File: src/shared/e1m_defs.svh
// constants of the e1 receive status monitor: offsets, bit fields, timing
// assumes an 8-bit register port and a 50 MHz system clock
`ifndef E1M_DEFS_SVH
`define E1M_DEFS_SVH

// ----------------------------------------------------------------------
// register offsets
// ----------------------------------------------------------------------
`define E1M_ADDR_SLIP_PHASE_HI  8'h12
`define E1M_ADDR_PHASE_LO       8'h13
`define E1M_ADDR_ALIGN_CAP      8'h14
`define E1M_ADDR_LINE_STATUS    8'h15
`define E1M_ADDR_DEJITTER       8'h16
`define E1M_ADDR_NONALIGN_CAP   8'h17
`define E1M_ADDR_LINE_CTRL      8'h1F

// ----------------------------------------------------------------------
// field positions and reset values
// ----------------------------------------------------------------------
`define E1M_BIT_SLIP_TOGGLE     7
`define E1M_BIT_SLIP_DIR        6
`define E1M_BIT_FRAME_DELAY     5
`define E1M_BIT_ALT_PATTERN     4
`define E1M_BIT_FRAME_TOGGLE    3
`define E1M_BIT_LINE_LOST       7
`define E1M_BIT_LOS_SELECT      0
`define E1M_RESET_BYTE          8'h00

// ----------------------------------------------------------------------
// timing and sizes
// ----------------------------------------------------------------------
`define E1M_CLK_MHZ             50
`define E1M_PHASE_TIME_US       250
`define E1M_LOS_TIME_US         1000
`define E1M_ALT_WINDOW_BITS     10'd512
`define E1M_ALT_ERR_MAX         2'd2
`define E1M_JA_DEPTH            5'd16
`define E1M_JA_FOUR             5'd4
`define E1M_JA_HALF             5'd8

`endif

File: src/shared/e1m_pkg.sv
// types shared by the e1 receive status monitor modules
// assumes nothing beyond a single system clock domain
package e1m_pkg;
  typedef logic [7:0] e1m_byte_t;
  typedef logic [4:0] e1m_fill_t;
  typedef enum logic [1:0] {
    E1M_ALT_SEARCH = 2'b00,
    E1M_ALT_FOUND  = 2'b01
  } e1m_alt_state_t;
endpackage

File: src/shared/e1m_rx_if.sv
// received bit stream carried from the status monitor top to its alternating pattern detector
// assumes rx_bit is valid in cycles where rx_bit_en is high
`timescale 1ns/1ps
interface e1m_rx_if;
  logic rx_bit;
  logic rx_bit_en;
  modport src  (output rx_bit, output rx_bit_en);
  modport sink (input  rx_bit, input  rx_bit_en);
endinterface

File: src/hdl/e1m_alt_detect.sv
// alternating 1010 pattern detector over 512-bit windows
// assumes one rx_bit_en pulse per received line bit
`timescale 1ns/1ps
`include "e1m_defs.svh"
module e1m_alt_detect (
  input  wire logic sys_clk,
  input  wire logic rstn,
  e1m_rx_if.sink    rx,
  output      logic alt_pattern_flag
);
  import e1m_pkg::*;

  e1m_alt_state_t state;
  logic           prev_bit;
  logic [9:0]     bit_cnt;
  logic [1:0]     err_cnt;
  logic           window_end;

  assign window_end = rx.rx_bit_en && (bit_cnt == `E1M_ALT_WINDOW_BITS - 10'd1);

  // window and error counting; a bit equal to its predecessor breaks alternation
  always_ff @(posedge sys_clk or negedge rstn) begin
    if (!rstn) begin
      prev_bit <= 1'b0;
      bit_cnt  <= 10'h000;
      err_cnt  <= 2'h0;
    end else if (rx.rx_bit_en) begin
      prev_bit <= rx.rx_bit;
      bit_cnt  <= window_end ? 10'h000 : bit_cnt + 10'd1;
      if (window_end) begin
        err_cnt <= 2'h0;
      end else if (rx.rx_bit == prev_bit && err_cnt != 2'h3) begin
        err_cnt <= err_cnt + 2'd1; // saturates, so a noisy window cannot wrap back to clean
      end
    end
  end

  // flag decided once per window; a few errors are tolerated for a 1e-3 line
  always_ff @(posedge sys_clk or negedge rstn) begin
    if (!rstn) begin
      state <= E1M_ALT_SEARCH;
    end else if (window_end) begin
      unique case (state)
        E1M_ALT_SEARCH: if (err_cnt <= `E1M_ALT_ERR_MAX) state <= E1M_ALT_FOUND;
        E1M_ALT_FOUND:  if (err_cnt >  `E1M_ALT_ERR_MAX) state <= E1M_ALT_SEARCH;
        default:        state <= E1M_ALT_SEARCH;
      endcase
    end
  end

  assign alt_pattern_flag = (state == E1M_ALT_FOUND);
endmodule

File: src/hdl/e1m_los_timer.sv
// line loss-of-signal qualifier: level below threshold for a minimum time
// assumes the analog comparator outputs are already synchronous to sys_clk
`timescale 1ns/1ps
`include "e1m_defs.svh"
module e1m_los_timer #(
  parameter int unsigned LOS_CYCLES = `E1M_LOS_TIME_US * `E1M_CLK_MHZ
) (
  input  wire logic sys_clk,
  input  wire logic rstn,
  input  wire logic below_level,
  output      logic line_signal_lost
);
  logic [16:0] low_cnt;

  // count consecutive cycles below threshold; any good cycle restarts the count
  always_ff @(posedge sys_clk or negedge rstn) begin
    if (!rstn) begin
      low_cnt          <= 17'h00000;
      line_signal_lost <= 1'b0;
    end else if (!below_level) begin
      low_cnt          <= 17'h00000;
      line_signal_lost <= 1'b0;
    end else if (low_cnt >= 17'(LOS_CYCLES - 1)) begin
      line_signal_lost <= 1'b1;
    end else begin
      low_cnt <= low_cnt + 17'd1;
    end
  end
endmodule

File: src/hdl/e1m_status_top.sv
// e1 receive status monitor: slip, buffer phase, alignment word capture,
// line loss, dejitter fifo status and alternating pattern, read over a plain port
// assumes all inputs synchronous to sys_clk and strobes one cycle long
//
// Contract
// - toggle slip status bit on every controlled receive frame slip
// - slip direction one for repeated frame, zero for lost frame
// - phase word top bit one when buffer delay exceeds one frame
// - flag alternating 1010 stream lasting 512 bits, tolerating errors
// - toggle frame bit on each falling edge of slot count msb
// - report three sub-bit sample depth bits in bits two to zero
// - five-bit slot count between write and read frame boundary, every 250 us
// - three-bit backplane bit count between boundaries, same 250 us refresh
// - alignment word first bit into alignment capture bit seven
// - alignment word bits two to eight into lower seven bits
// - line loss when level stays below threshold at least 1 ms
// - slow and fast flags while dejittered clock stretched or shrunk
// - dejitter fifo empty and full flags
// - dejitter fifo flags for four used, half full, four free
// - non-alignment word first bit into its capture bit seven
// - capture non-alignment marker bit, expected one
// - capture far-end alarm bit from non-alignment word
// - capture national spare bits into five low positions
//
// Design decision made here: strobed register access.
`timescale 1ns/1ps
`include "e1m_defs.svh"
module e1m_status_top #(
  parameter int unsigned PHASE_CYCLES = `E1M_PHASE_TIME_US * `E1M_CLK_MHZ,
  parameter int unsigned LOS_CYCLES   = `E1M_LOS_TIME_US * `E1M_CLK_MHZ
) (
  input  wire logic              sys_clk,
  input  wire logic              rstn,
  input  wire logic [7:0]        addr,
  input  wire e1m_pkg::e1m_byte_t wr_data,
  input  wire logic              wr_en,
  input  wire logic              rd_en,
  output      e1m_pkg::e1m_byte_t rd_data,
  input  wire logic              rx_bit,
  input  wire logic              rx_bit_en,
  input  wire logic              rx_ts0_start,
  input  wire logic              frame_aligned,
  input  wire logic              fas_frame,
  input  wire logic              slip_pulse,
  input  wire logic              slip_repeat,
  input  wire logic              ebuf_wr_boundary,
  input  wire logic              bp_bit_en,
  input  wire logic [2:0]        sub_bit_depth,
  input  wire logic              level_below_low,
  input  wire logic              level_below_high,
  input  wire e1m_pkg::e1m_fill_t ja_fill,
  input  wire logic              ja_clk_stretch,
  input  wire logic              ja_clk_shrink
);
  import e1m_pkg::*;

  // ----------------------------------------------------------------------
  // state
  // ----------------------------------------------------------------------
  logic       slip_event_toggle;
  logic       slip_direction;
  logic       buffer_frame_delay;
  logic       frame_toggle_bit;
  logic [2:0] sub_bit_phase;
  logic [4:0] slot_offset_count;
  logic [2:0] bit_offset_count;
  logic [8:0] bp_cnt;
  logic [13:0] phase_timer;
  logic       phase_tick;
  e1m_byte_t  align_word;
  e1m_byte_t  nonalign_word;
  e1m_byte_t  ts0_shift;
  e1m_byte_t  next_shift;
  logic [3:0] ts0_cnt;
  logic       cap_done;
  logic       los_threshold_select;
  logic       line_signal_lost;
  logic       alt_pattern_flag;
  logic       dejitter_clock_slow;
  logic       dejitter_clock_fast;
  logic       dejitter_fifo_empty;
  logic       dejitter_four_used;
  logic       dejitter_half_full;
  logic       dejitter_four_free;
  logic       dejitter_fifo_full;
  e1m_fill_t  ja_free;

  e1m_rx_if rx_link ();

  assign rx_link.rx_bit    = rx_bit;
  assign rx_link.rx_bit_en = rx_bit_en;

  // ----------------------------------------------------------------------
  // detectors
  // ----------------------------------------------------------------------
  e1m_alt_detect u_alt (
    .sys_clk          (sys_clk),
    .rstn             (rstn),
    .rx               (rx_link.sink),
    .alt_pattern_flag (alt_pattern_flag)
  );

  // software picks which analog threshold qualifies the loss timer
  e1m_los_timer #(.LOS_CYCLES(LOS_CYCLES)) u_los (
    .sys_clk          (sys_clk),
    .rstn             (rstn),
    .below_level      (los_threshold_select ? level_below_high : level_below_low),
    .line_signal_lost (line_signal_lost)
  );

  // ----------------------------------------------------------------------
  // controlled slip reporting
  // ----------------------------------------------------------------------
  // either transition of the toggle is one slip, so software compares old and new
  always_ff @(posedge sys_clk or negedge rstn) begin
    if (!rstn) begin
      slip_event_toggle <= 1'b0;
      slip_direction    <= 1'b0;
    end else if (slip_pulse) begin
      slip_event_toggle <= ~slip_event_toggle;
      slip_direction    <= slip_repeat;
    end
  end

  // ----------------------------------------------------------------------
  // elastic buffer phase measurement
  // ----------------------------------------------------------------------
  // backplane bits since the buffer write boundary; bit 8 means beyond one frame
  always_ff @(posedge sys_clk or negedge rstn) begin
    if (!rstn) begin
      bp_cnt <= 9'h000;
    end else if (ebuf_wr_boundary) begin
      bp_cnt <= 9'h000;
    end else if (bp_bit_en) begin
      bp_cnt <= bp_cnt + 9'd1;
    end
  end

  assign phase_tick = (phase_timer == 14'(PHASE_CYCLES - 1));

  // free-running refresh timer; sampling only on its tick keeps the word steady for reads
  always_ff @(posedge sys_clk or negedge rstn) begin
    if (!rstn) begin
      phase_timer <= 14'h0000;
    end else begin
      phase_timer <= phase_tick ? 14'h0000 : phase_timer + 14'd1;
    end
  end

  // sample the phase word every refresh period
  always_ff @(posedge sys_clk or negedge rstn) begin
    if (!rstn) begin
      slot_offset_count  <= 5'h00;
      bit_offset_count   <= 3'h0;
      buffer_frame_delay <= 1'b0;
      sub_bit_phase      <= 3'h0;
    end else if (phase_tick) begin
      slot_offset_count  <= bp_cnt[7:3];
      bit_offset_count   <= bp_cnt[2:0];
      buffer_frame_delay <= bp_cnt[8];
      sub_bit_phase      <= sub_bit_depth;
    end
  end

  // frame toggle follows falling edges of the sampled slot count msb
  always_ff @(posedge sys_clk or negedge rstn) begin
    if (!rstn) begin
      frame_toggle_bit <= 1'b0;
    end else if (phase_tick && slot_offset_count[4] && !bp_cnt[7]) begin
      frame_toggle_bit <= ~frame_toggle_bit;
    end
  end

  // ----------------------------------------------------------------------
  // time slot zero capture
  // ----------------------------------------------------------------------
  assign next_shift = {ts0_shift[6:0], rx_bit};
  assign cap_done   = rx_bit_en && (ts0_cnt == 4'd7);

  // bit one arrives first and ends in bit seven after eight shifts
  always_ff @(posedge sys_clk or negedge rstn) begin
    if (!rstn) begin
      ts0_shift <= `E1M_RESET_BYTE;
      ts0_cnt   <= 4'h8;
    end else if (rx_bit_en) begin
      if (rx_ts0_start) begin
        ts0_shift <= next_shift;
        ts0_cnt   <= 4'h1;
      end else if (ts0_cnt < 4'h8) begin
        ts0_shift <= next_shift;
        ts0_cnt   <= ts0_cnt + 4'd1;
      end
    end
  end

  // while out of alignment the frame type is unknown, so old captures are kept
  always_ff @(posedge sys_clk or negedge rstn) begin
    if (!rstn) begin
      align_word    <= `E1M_RESET_BYTE;
      nonalign_word <= `E1M_RESET_BYTE;
    end else if (cap_done && frame_aligned) begin
      if (fas_frame) begin
        align_word <= next_shift;
      end else begin
        nonalign_word <= next_shift;
      end
    end
  end

  // ----------------------------------------------------------------------
  // dejitter fifo status
  // ----------------------------------------------------------------------
  assign ja_free = `E1M_JA_DEPTH - ja_fill;

  // registered so flags sampled from the fill count cannot glitch on a read
  always_ff @(posedge sys_clk or negedge rstn) begin
    if (!rstn) begin
      dejitter_clock_slow <= 1'b0;
      dejitter_clock_fast <= 1'b0;
      dejitter_fifo_empty <= 1'b1;
      dejitter_four_used  <= 1'b0;
      dejitter_half_full  <= 1'b0;
      dejitter_four_free  <= 1'b0;
      dejitter_fifo_full  <= 1'b0;
    end else begin
      dejitter_clock_slow <= ja_clk_stretch;
      dejitter_clock_fast <= ja_clk_shrink;
      dejitter_fifo_empty <= (ja_fill == 5'd0);
      dejitter_fifo_full  <= (ja_fill >= `E1M_JA_DEPTH);
      dejitter_four_used  <= (ja_fill >= `E1M_JA_FOUR);
      dejitter_half_full  <= (ja_fill >= `E1M_JA_HALF);
      dejitter_four_free  <= (ja_free <= `E1M_JA_FOUR);
    end
  end

  // ----------------------------------------------------------------------
  // register port
  // ----------------------------------------------------------------------
  // read decode used by the port only; unmapped offsets answer zero
  function automatic e1m_byte_t reg_word(input logic [7:0] a);
    e1m_byte_t w;
    w = `E1M_RESET_BYTE;
    unique case (a)
      `E1M_ADDR_SLIP_PHASE_HI: w = {slip_event_toggle, slip_direction, buffer_frame_delay,
                                    alt_pattern_flag, frame_toggle_bit, sub_bit_phase};
      `E1M_ADDR_PHASE_LO:      w = {slot_offset_count, bit_offset_count};
      `E1M_ADDR_ALIGN_CAP:     w = align_word;
      `E1M_ADDR_LINE_STATUS:   w = {line_signal_lost, 7'h00};
      `E1M_ADDR_DEJITTER:      w = {dejitter_clock_slow, dejitter_clock_fast,
                                    dejitter_fifo_empty, dejitter_four_used,
                                    dejitter_half_full, dejitter_four_free,
                                    dejitter_fifo_full, 1'b0};
      `E1M_ADDR_NONALIGN_CAP:  w = nonalign_word;
      `E1M_ADDR_LINE_CTRL:     w = {7'h00, los_threshold_select};
      default:                 w = `E1M_RESET_BYTE;
    endcase
    return w;
  endfunction

  // only the control offset takes writes; status offsets ignore them
  always_ff @(posedge sys_clk or negedge rstn) begin
    if (!rstn) begin
      los_threshold_select <= 1'b0;
    end else if (wr_en && addr == `E1M_ADDR_LINE_CTRL) begin
      los_threshold_select <= wr_data[`E1M_BIT_LOS_SELECT];
    end
  end

  // read data stands only in the cycle after the strobe; reads change no state
  always_ff @(posedge sys_clk or negedge rstn) begin
    if (!rstn) begin
      rd_data <= `E1M_RESET_BYTE;
    end else begin
      rd_data <= rd_en ? reg_word(addr) : `E1M_RESET_BYTE;
    end
  end
endmodule

File: config.mk
export PLATFORM = sky130hd
export DESIGN_NAME = e1m_status_top
export DESIGN_NICKNAME = d
export VERILOG_FILES = /design/src/shared/e1m_pkg.sv /design/src/shared/e1m_rx_if.sv /design/src/hdl/e1m_alt_detect.sv /design/src/hdl/e1m_los_timer.sv /design/src/hdl/e1m_status_top.sv
export VERILOG_INCLUDE_DIRS = /design/src /design/src/shared
export SDC_FILE = /design/constraint.sdc
export NUM_CORES = 1
export LEC_CHECK = 0
export BUFFER_PORTS_ARGS = -buffer_cell sky130_fd_sc_hd__buf_4
export CAP_MARGIN = 10
export CORE_MARGIN = 10
export CORE_UTILIZATION = 32
export DETAILED_ROUTE_END_ITERATION = 7
export GPL_ROUTABILITY_DRIVEN = 1
export PLACE_DENSITY = 0.54
export SETUP_SLACK_MARGIN = 0.2
export SYNTH_ARGS = -nofsm -noshare
export SYNTH_HDL_FRONTEND = slang
export SYNTH_HIERARCHICAL = 1
export SYNTH_SLANG_ARGS = --single-unit
File: constraint.sdc
create_clock -name sys_clk -period 2.5 [get_ports sys_clk]
set_input_delay 0.25 -clock sys_clk [delete_from_list [all_inputs] [get_ports sys_clk]]
set_output_delay 0.25 -clock sys_clk [all_outputs]
set_load 0.005 [all_outputs]
==> results of run 1 <==
==> per-stage QoR <==
stage,power (uW),instances,hold slack [ns],setup WS (ns),instance area [um2]
finish,5390,779,0.0312,0.273,6580
global route,5670,779,0.0192,0.184,6580
CTS,5470,779,0.0100,0.244,6570
detailed placement,2940,744,0.337,0.136,5920
global placement,2900,744,0.332,0.206,5920
floorplan,2720,491,-0.0456,0.388,5330
==> cells by family (layout without fill, tap and decap cells) <==
family	count (synthesis)	in the layout
AND/OR/NAND/NOR	202	202
buffers and inverters	29	97
adder cells (fa/ha/maj)	8	8
multiplexers	48	48
AO/OA/AOI/OAI	65	65
XOR/XNOR	26	26
flip-flops	113	113
==> registers in the layout, summed over array words and instances (netlist names), 2 cells and up <==
signal and flops:
u_los/low_cnt 17, align_word 8, rd_data 8, u_alt/err_cnt 2
slot_offset_count 5, sub_bit_phase 3, nonalign_word 8, u_alt/bit_cnt 10
bp_cnt 9, ts0_shift 7, ts0_cnt 4, bit_offset_count 3
phase_timer 14
==> area by class of cell <==
| type | instances | area, um2 |
|---|---|---|
| Timing Repair Buffer | 52 | 410 |
| Inverter | 13 | 48.8 |
| Sequential cell | 113 | 2830 |
| Fill cell | 1628 | 9890 |
| Clock inverter | 5 | 100 |
| Clock buffer | 27 | 513 |
| Multi-Input combinational cell | 349 | 2400 |
| Tap cell | 220 | 275 |
==> cells in the mapped netlist, types with 2 or more instances <==
master and count:
a21o_1 2, xor2_1 13, nor4b_1 2, nand3_1 23, nor2_1 36, dfrtp_1 111
nand2_1 61, or3_1 11, o21ai_0 16, nand2b_1 9, nor2b_1 8, nor4_1 7
and3_1 4, buf_1 2, nand3b_1 2, nand4_1 9, nor3_1 5, and2_1 2
buf_2 2, or4_4 2, or4_1 4, a21oi_1 22, o22ai_1 2, a22oi_1 5
o31ai_1 3, inv_1 13, mux4_2 3, clkbuf_1 10, nor3b_2 2, mux2_2 30
ha_1 8, mux2i_1 15, a22o_1 2, xnor2_1 13, dfstp_2 2, or4b_1 2
and4_1 4
==> power groups by stage <==
stage / clock network [uW] / registers, uW / logic (uW)
after floorplan: 0 / 2290 / 436
after global placement: 0 / 2330 / 570
after detailed placement: 0 / 2350 / 593
after CTS: 2550 / 2320 / 601
after global routing: 2640 / 2360 / 671
final: 2480 / 2320 / 589
==> worst max-delay path: cells and delay by family, from the launching register on <==
kind	cells	cell delay, ns
compound gates	1	0.30
flops	1	0.40
mux	1	0.22
simple gates	3	1.17
==> what timing repair did <==
item	CTS	global route
hold buffers	3	0
setup endpoints to repair	8	11
pin swaps	0	2
setup buffers	0	0
resized for setup	1	2
hold endpoints to repair	51	0
cloned	0	0
==> path summary, 6_finish.rpt <==
kind	cells past startpoint	start	end	slack, ns
worst min-delay path	2	slip_pulse	slip_event_toggle	0.03
worst min register to register	1	slip_event_toggle	slip_event_toggle	0.47
worst max register to register	5	u_los/low_cnt[10]	u_los/low_cnt[1]	0.27
max in group asynchronous	3	rstn	phase_timer[9]	1.30
min in group asynchronous	2	rstn	u_alt/bit_cnt[1]	0.42
worst max-delay path	5	u_los/low_cnt[10]	u_los/low_cnt[1]	0.27
==> layer usage <==
metal  part of all wire, %  wire length [um]  GRT usage [%]
met5                     0                 0              0
met4                   1.4               166           4.81
met3                   4.4               507           3.79
met2                    47              5410           16.9
met1                    47              5480           13.9
==> results.md, run 1 <==
* Synth top area cells: dfrtp_1 52%, mux2_2 6.3%, nand2_1 4.3%
* Ys async rst share at 100%
* Clk pwr share at 46.1%
* DR iter-0 viols at ~190
* Worst Skew at 0.00660 ns
* # clock sinks at 113
* Ant. Diodes at 0
* Most common cell after layout, fill and taps aside: dfrtp_1
* RSZ-0062 raised after global routing: true
* Synth Instances at around 500
* Top-area cell type share of the netlist area at ~52%
* Number of vias per cell at a little under 5
* Synthesized Nets at 540
* CP dominant cell by count: or4_4
* Via count at 3,861
* Tot GR Track Use at 11.1%
* Crit path kind: reg2reg
* Slowest CP cell: or4_4
* Main combinational cell family by area after synthesis: simple AND/OR/NAND/NOR gates
* Reg power frac at a little over two fifths
* Crit path time final at 2.23 ns
* Area leader, netlist: dfrtp_1
* Antenna violations before repair at 0
* Hold crit path type: in2reg
* Yosys reg bits at roughly 110
* Die H at between 100 and 150 um
* Setup violators final at 0
* Fin nets at a little under 600
* CTS tree: built
* Remaining antenna violation count at 0
* Initial Util at 32.4%
* PwrDens at 820 nW/um2
* Die ar. at 22,200 um2
* Avg WL per Cell at about 15 um
* Commonest non-fill, non-tap cells in the layout: 111 x dfrtp_1, 61 x nand2_1, 48 x buf_4
* Highest clock rate at 449 MHz
* Synth Area in Simple Gates at 20.4%
* Req. time, crit path at 2.78 ns
* Cell area after synthesis at 5330 um2
* CP max FO at 9
* Fin util at between 30% and 40%
* Post-synthesis sequential area ratio at 53.1%
* Switching Fraction at 23.3%
* # rows at 47
* LEAKAGE at 0.00290 uW
* Area delta synth->final at 23.3%
* Routability cong. at between 0.8 and 0.9
* Dpl hpwl at 8170 um
* Share of layout cells above drive strength 1 at 22.7%
* Critical Path AT at 2.50 ns
* Setup TNS Final at 0 ns
* Final Hold Fails at 0
* Synth Flop Type: dfrtp_1
* Worst setup EP type: flip-flop
* Combinational fraction of design power at ~11%
* Synth cell types at 61
* Sw power at around 1300 uW
* Post-synth EDFFs at 0
* Syn avg cell area at between 10 and 15 um2
* Final wirelength at 11,600 um
* Synth warn at 6
* Initial DRT Pass Iterations at 5
* Clk Latency, worst-skew pair at 0.41 ns
* Max Cap Violations at 0
* Max clock buf depth at 2
* Count of final max-slew check failures at 0
* Worst slew pin tran at 0.686 ns
* DRC viols at 0
* Worst VDD drop at roughly 0.00048 V
* Status: finished, final reports clean
* Startpoint Class: flip-flop
* Port Buffers at 41
* Core Region at between 15,000 and 20,000 um2
* Multiplexer share of the synthesized area at 10.4%
* Die extent in x at 149 um
* Vias in the first global route at 4,000
* CTS HTree Levels at 4
* Adder-Cell Fraction of Synth Area at 1.88%
* Largest net degree at the start of global routing at 53
* Internal power at 4140 uW
* Slowest cell delay on critical path at approximately 0.56 ns
* Reg clk slew, reported paths at 0.05 ns
* Num CTS Buffers at 17
* I/O pins at 49
* First-pass GRT wire length at 19,800 um
* Root Buffer: clkbuf_16
* Final Cycle Share at 89.1%
* XOR/XNOR Fraction of Synth Area at 4.27%
* Max-Slew Margin vs Limit at 54.0%
* Crit path cell chain: or4_4 -> or4_4 -> o211ai_4 -> mux2i_1 -> nor2_1
* Aggregate global routing overflow at 0
* Synth Area in Compound Gates at about 7.8%
Power figures use the tool's default switching activity.
==> run 2: changes to the inputs <==
--- a/config.mk
+++ b/config.mk
@@ -13,7 +13,9 @@
 export DETAILED_ROUTE_END_ITERATION = 7
 export GPL_ROUTABILITY_DRIVEN = 1
 export PLACE_DENSITY = 0.54
+export REMOVE_ABC_BUFFERS = 1
 export SETUP_SLACK_MARGIN = 0.2
+export SLEW_MARGIN = 20
 export SYNTH_ARGS = -nofsm -noshare
 export SYNTH_HDL_FRONTEND = slang
 export SYNTH_HIERARCHICAL = 1
==> results.md, run 2 (synthesis results as in run 1) <==
* Clk pwr share at 42.5%
* Setup TNS Final at 0 ns
* Final wirelength at 11,600 um
* Final Hold Fails at 0
* Avg WL per Cell at around 15 um
* Initial Util at roughly 32%
* Commonest non-fill, non-tap cells in the layout: 111 x dfrtp_1, 61 x nand2_1, 48 x buf_4
* Share of layout cells above drive strength 1 at 23.0%
* Setup violators final at 0
* Worst setup EP type: flip-flop
* Count of final max-slew check failures at 0
* Reg power frac at 45.8%
* Startpoint Class: flip-flop
* Max clock buf depth at 2
* Flop2flop setup slack at 0.30 ns
* Worst VDD drop at approximately 0.00052 V
* RSZ-0062 raised after global routing: true
* PwrDens at 778 nW/um2
* Most common cell after layout, fill and taps aside: dfrtp_1
* Final Cycle Share at roughly 90%
* Number of vias per cell at 4.87
* Ant. Diodes at 0
* Vias in the first global route at 3,977
* Fin nets at 597
* Multi-input gate area at 2410 um2
* Worst path bufs/invs at 0
* Placed cell count at ~740
* Initial DRT Pass Iterations at 4
* Crit path time final at between 2 and 2.5 ns
* LEAKAGE at 0.00287 uW
* Reg area at 2830 um2
* Die H at around 150 um
* DR iter-0 viols at 210
* Critical Path AT at ~2.5 ns
* Reg2reg end: u_los/low_cnt[7]
* # rows at 47
* Crit path cell chain: or4_4 -> o21bai_2 -> nand3_2 -> or4_1 -> a21oi_1
* Status: finished, final reports clean
* Antenna violations before repair at 0
* Num CTS Buffers at 17
* DRC viols at 0
* Worst min-delay path startpoint: sub_bit_depth[0]
* Depth of the worst register-to-register path at 5
* Worst slew pin tran at 0.662 ns
* Crit path kind: reg2reg
* Aggregate global routing overflow at 0
* Slowest CP cell: or4_4
* CTS tree: built
* Internal power at roughly 3800 uW
* I/O pins at 49
* Largest net degree at the start of global routing at 51
* Root Buffer: clkbuf_16
* Fin cells at 781
* Biggest registers after layout: u_los/low_cnt (17), phase_timer (14), u_alt/bit_cnt (10)
* Slowest cell delay on critical path at between 0.5 and 0.6 ns
* Tot GR Track Use at between 10% and 20%
* Remaining antenna violation count at 0
* Highest clock rate at roughly 450 MHz
* Via count at 3,802
* Critical path's top delay family: simple AND/OR/NAND/NOR gates
* First-pass GRT wire length at 19,800 um
* R2R Path Start: u_los/low_cnt[10]
* Switching Fraction at roughly 25%
* Worst Skew at 0.00749 ns
* CP max FO at 10
* Post-CTS Setup Bufs at 0
* Dpl hpwl at 8070 um
* Fillers at 1,622
* Max-Slew Margin vs Limit at 55.8%
* Hold worst-path end: sub_bit_phase[0]
* Area delta synth->final at 22.3%
* Fin util at between 30% and 40%
* Hold path cells at 3
* Hold crit path type: in2reg
* Die extent in x at 149 um
* # clock sinks at 113
* Die ar. at 22,200 um2
* Sw power at 1270 uW
* Biggest register: u_los/low_cnt
* Max Cap Violations at 0
* Req. time, crit path at ~2.8 ns
* Max reg flops at 17
* Port Buffers at 41
* Reg clk slew, reported paths at 0.05 ns
* Clk Latency, worst-skew pair at roughly 0.4 ns
* Combinational fraction of design power at 11.7%
* Routability cong. at around 0.8
* Core Region at 16,500 um2
* CTS HTree Levels at 4
## run 2: worst register-to-register path, stage by stage (launching register included)
cell and delay, ns:
dfrtp_1 0.40, or4_4 0.57, o21bai_2 0.27, nand3_2 0.26, or4_1 0.45, a21oi_1 0.17
## run 2: how the worst max path moves through the flow
stage	start	to	slack, ns	cells past startpoint
after CTS	phase_timer[0]	frame_toggle_bit	0.22	5
after global routing	u_los/low_cnt[10]	u_los/low_cnt[1]	0.17	5
after global placement	u_los/low_cnt[10]	u_los/low_cnt[1]	0.27	5
after detailed placement	phase_timer[0]	frame_toggle_bit	0.23	5
after floorplan	phase_timer[0]	phase_timer[7]	0.04	5
final	u_los/low_cnt[10]	u_los/low_cnt[7]	0.30	5
## run 2: metal layers
metal | global-route usage, % | vias up | share of wire [%]
li1 | - | 1872 | -
met1 | 13.6 | 1852 | 48
met2 | 17.5 | 66 | 47
met3 | 3.85 | 12 | 3.7
met4 | 4.66 | 0 | 1.5
met5 | 0 | - | 0
## run 2: final cells by class
type                            instances  share of cell area [%]
Sequential cell                       113                    43.4
Clock buffer                           26                    7.66
Tap cell                              220                    4.22
Clock inverter                          6                   0.499
Timing Repair Buffer                   53                    6.45
Multi-Input combinational cell        350                    37.0
Inverter                               13                   0.748
## run 2: timing repair
action	in CTS	in global routing
hold buffers	4	0
setup endpoints to repair	0	21
gates resized for setup	0	4
hold endpoints to repair	49	0
## run 2: per-stage QoR
step	setup slack, ns	hold WS (ns)	power, uW	cell area (um2)
5_1_grt	0.174	0.0182	5340	6520
6_report	0.300	0.0322	5070	6520
3_3_place_gp	0.269	0.335	2910	5920
2_1_floorplan	0.0362	-0.0456	2700	5270
3_5_place_dp	0.232	0.332	2950	5920
4_1_cts	0.219	0.0174	5140	6490
## run 2: power groups by stage
stage / registers, uW / clock network [uW] / logic (uW)
detailed placement: 2350 / 0 / 596
finish: 2320 / 2160 / 592
global route: 2370 / 2300 / 676
floorplan: 2290 / 0 / 418
CTS: 2320 / 2220 / 603
global placement: 2340 / 0 / 570
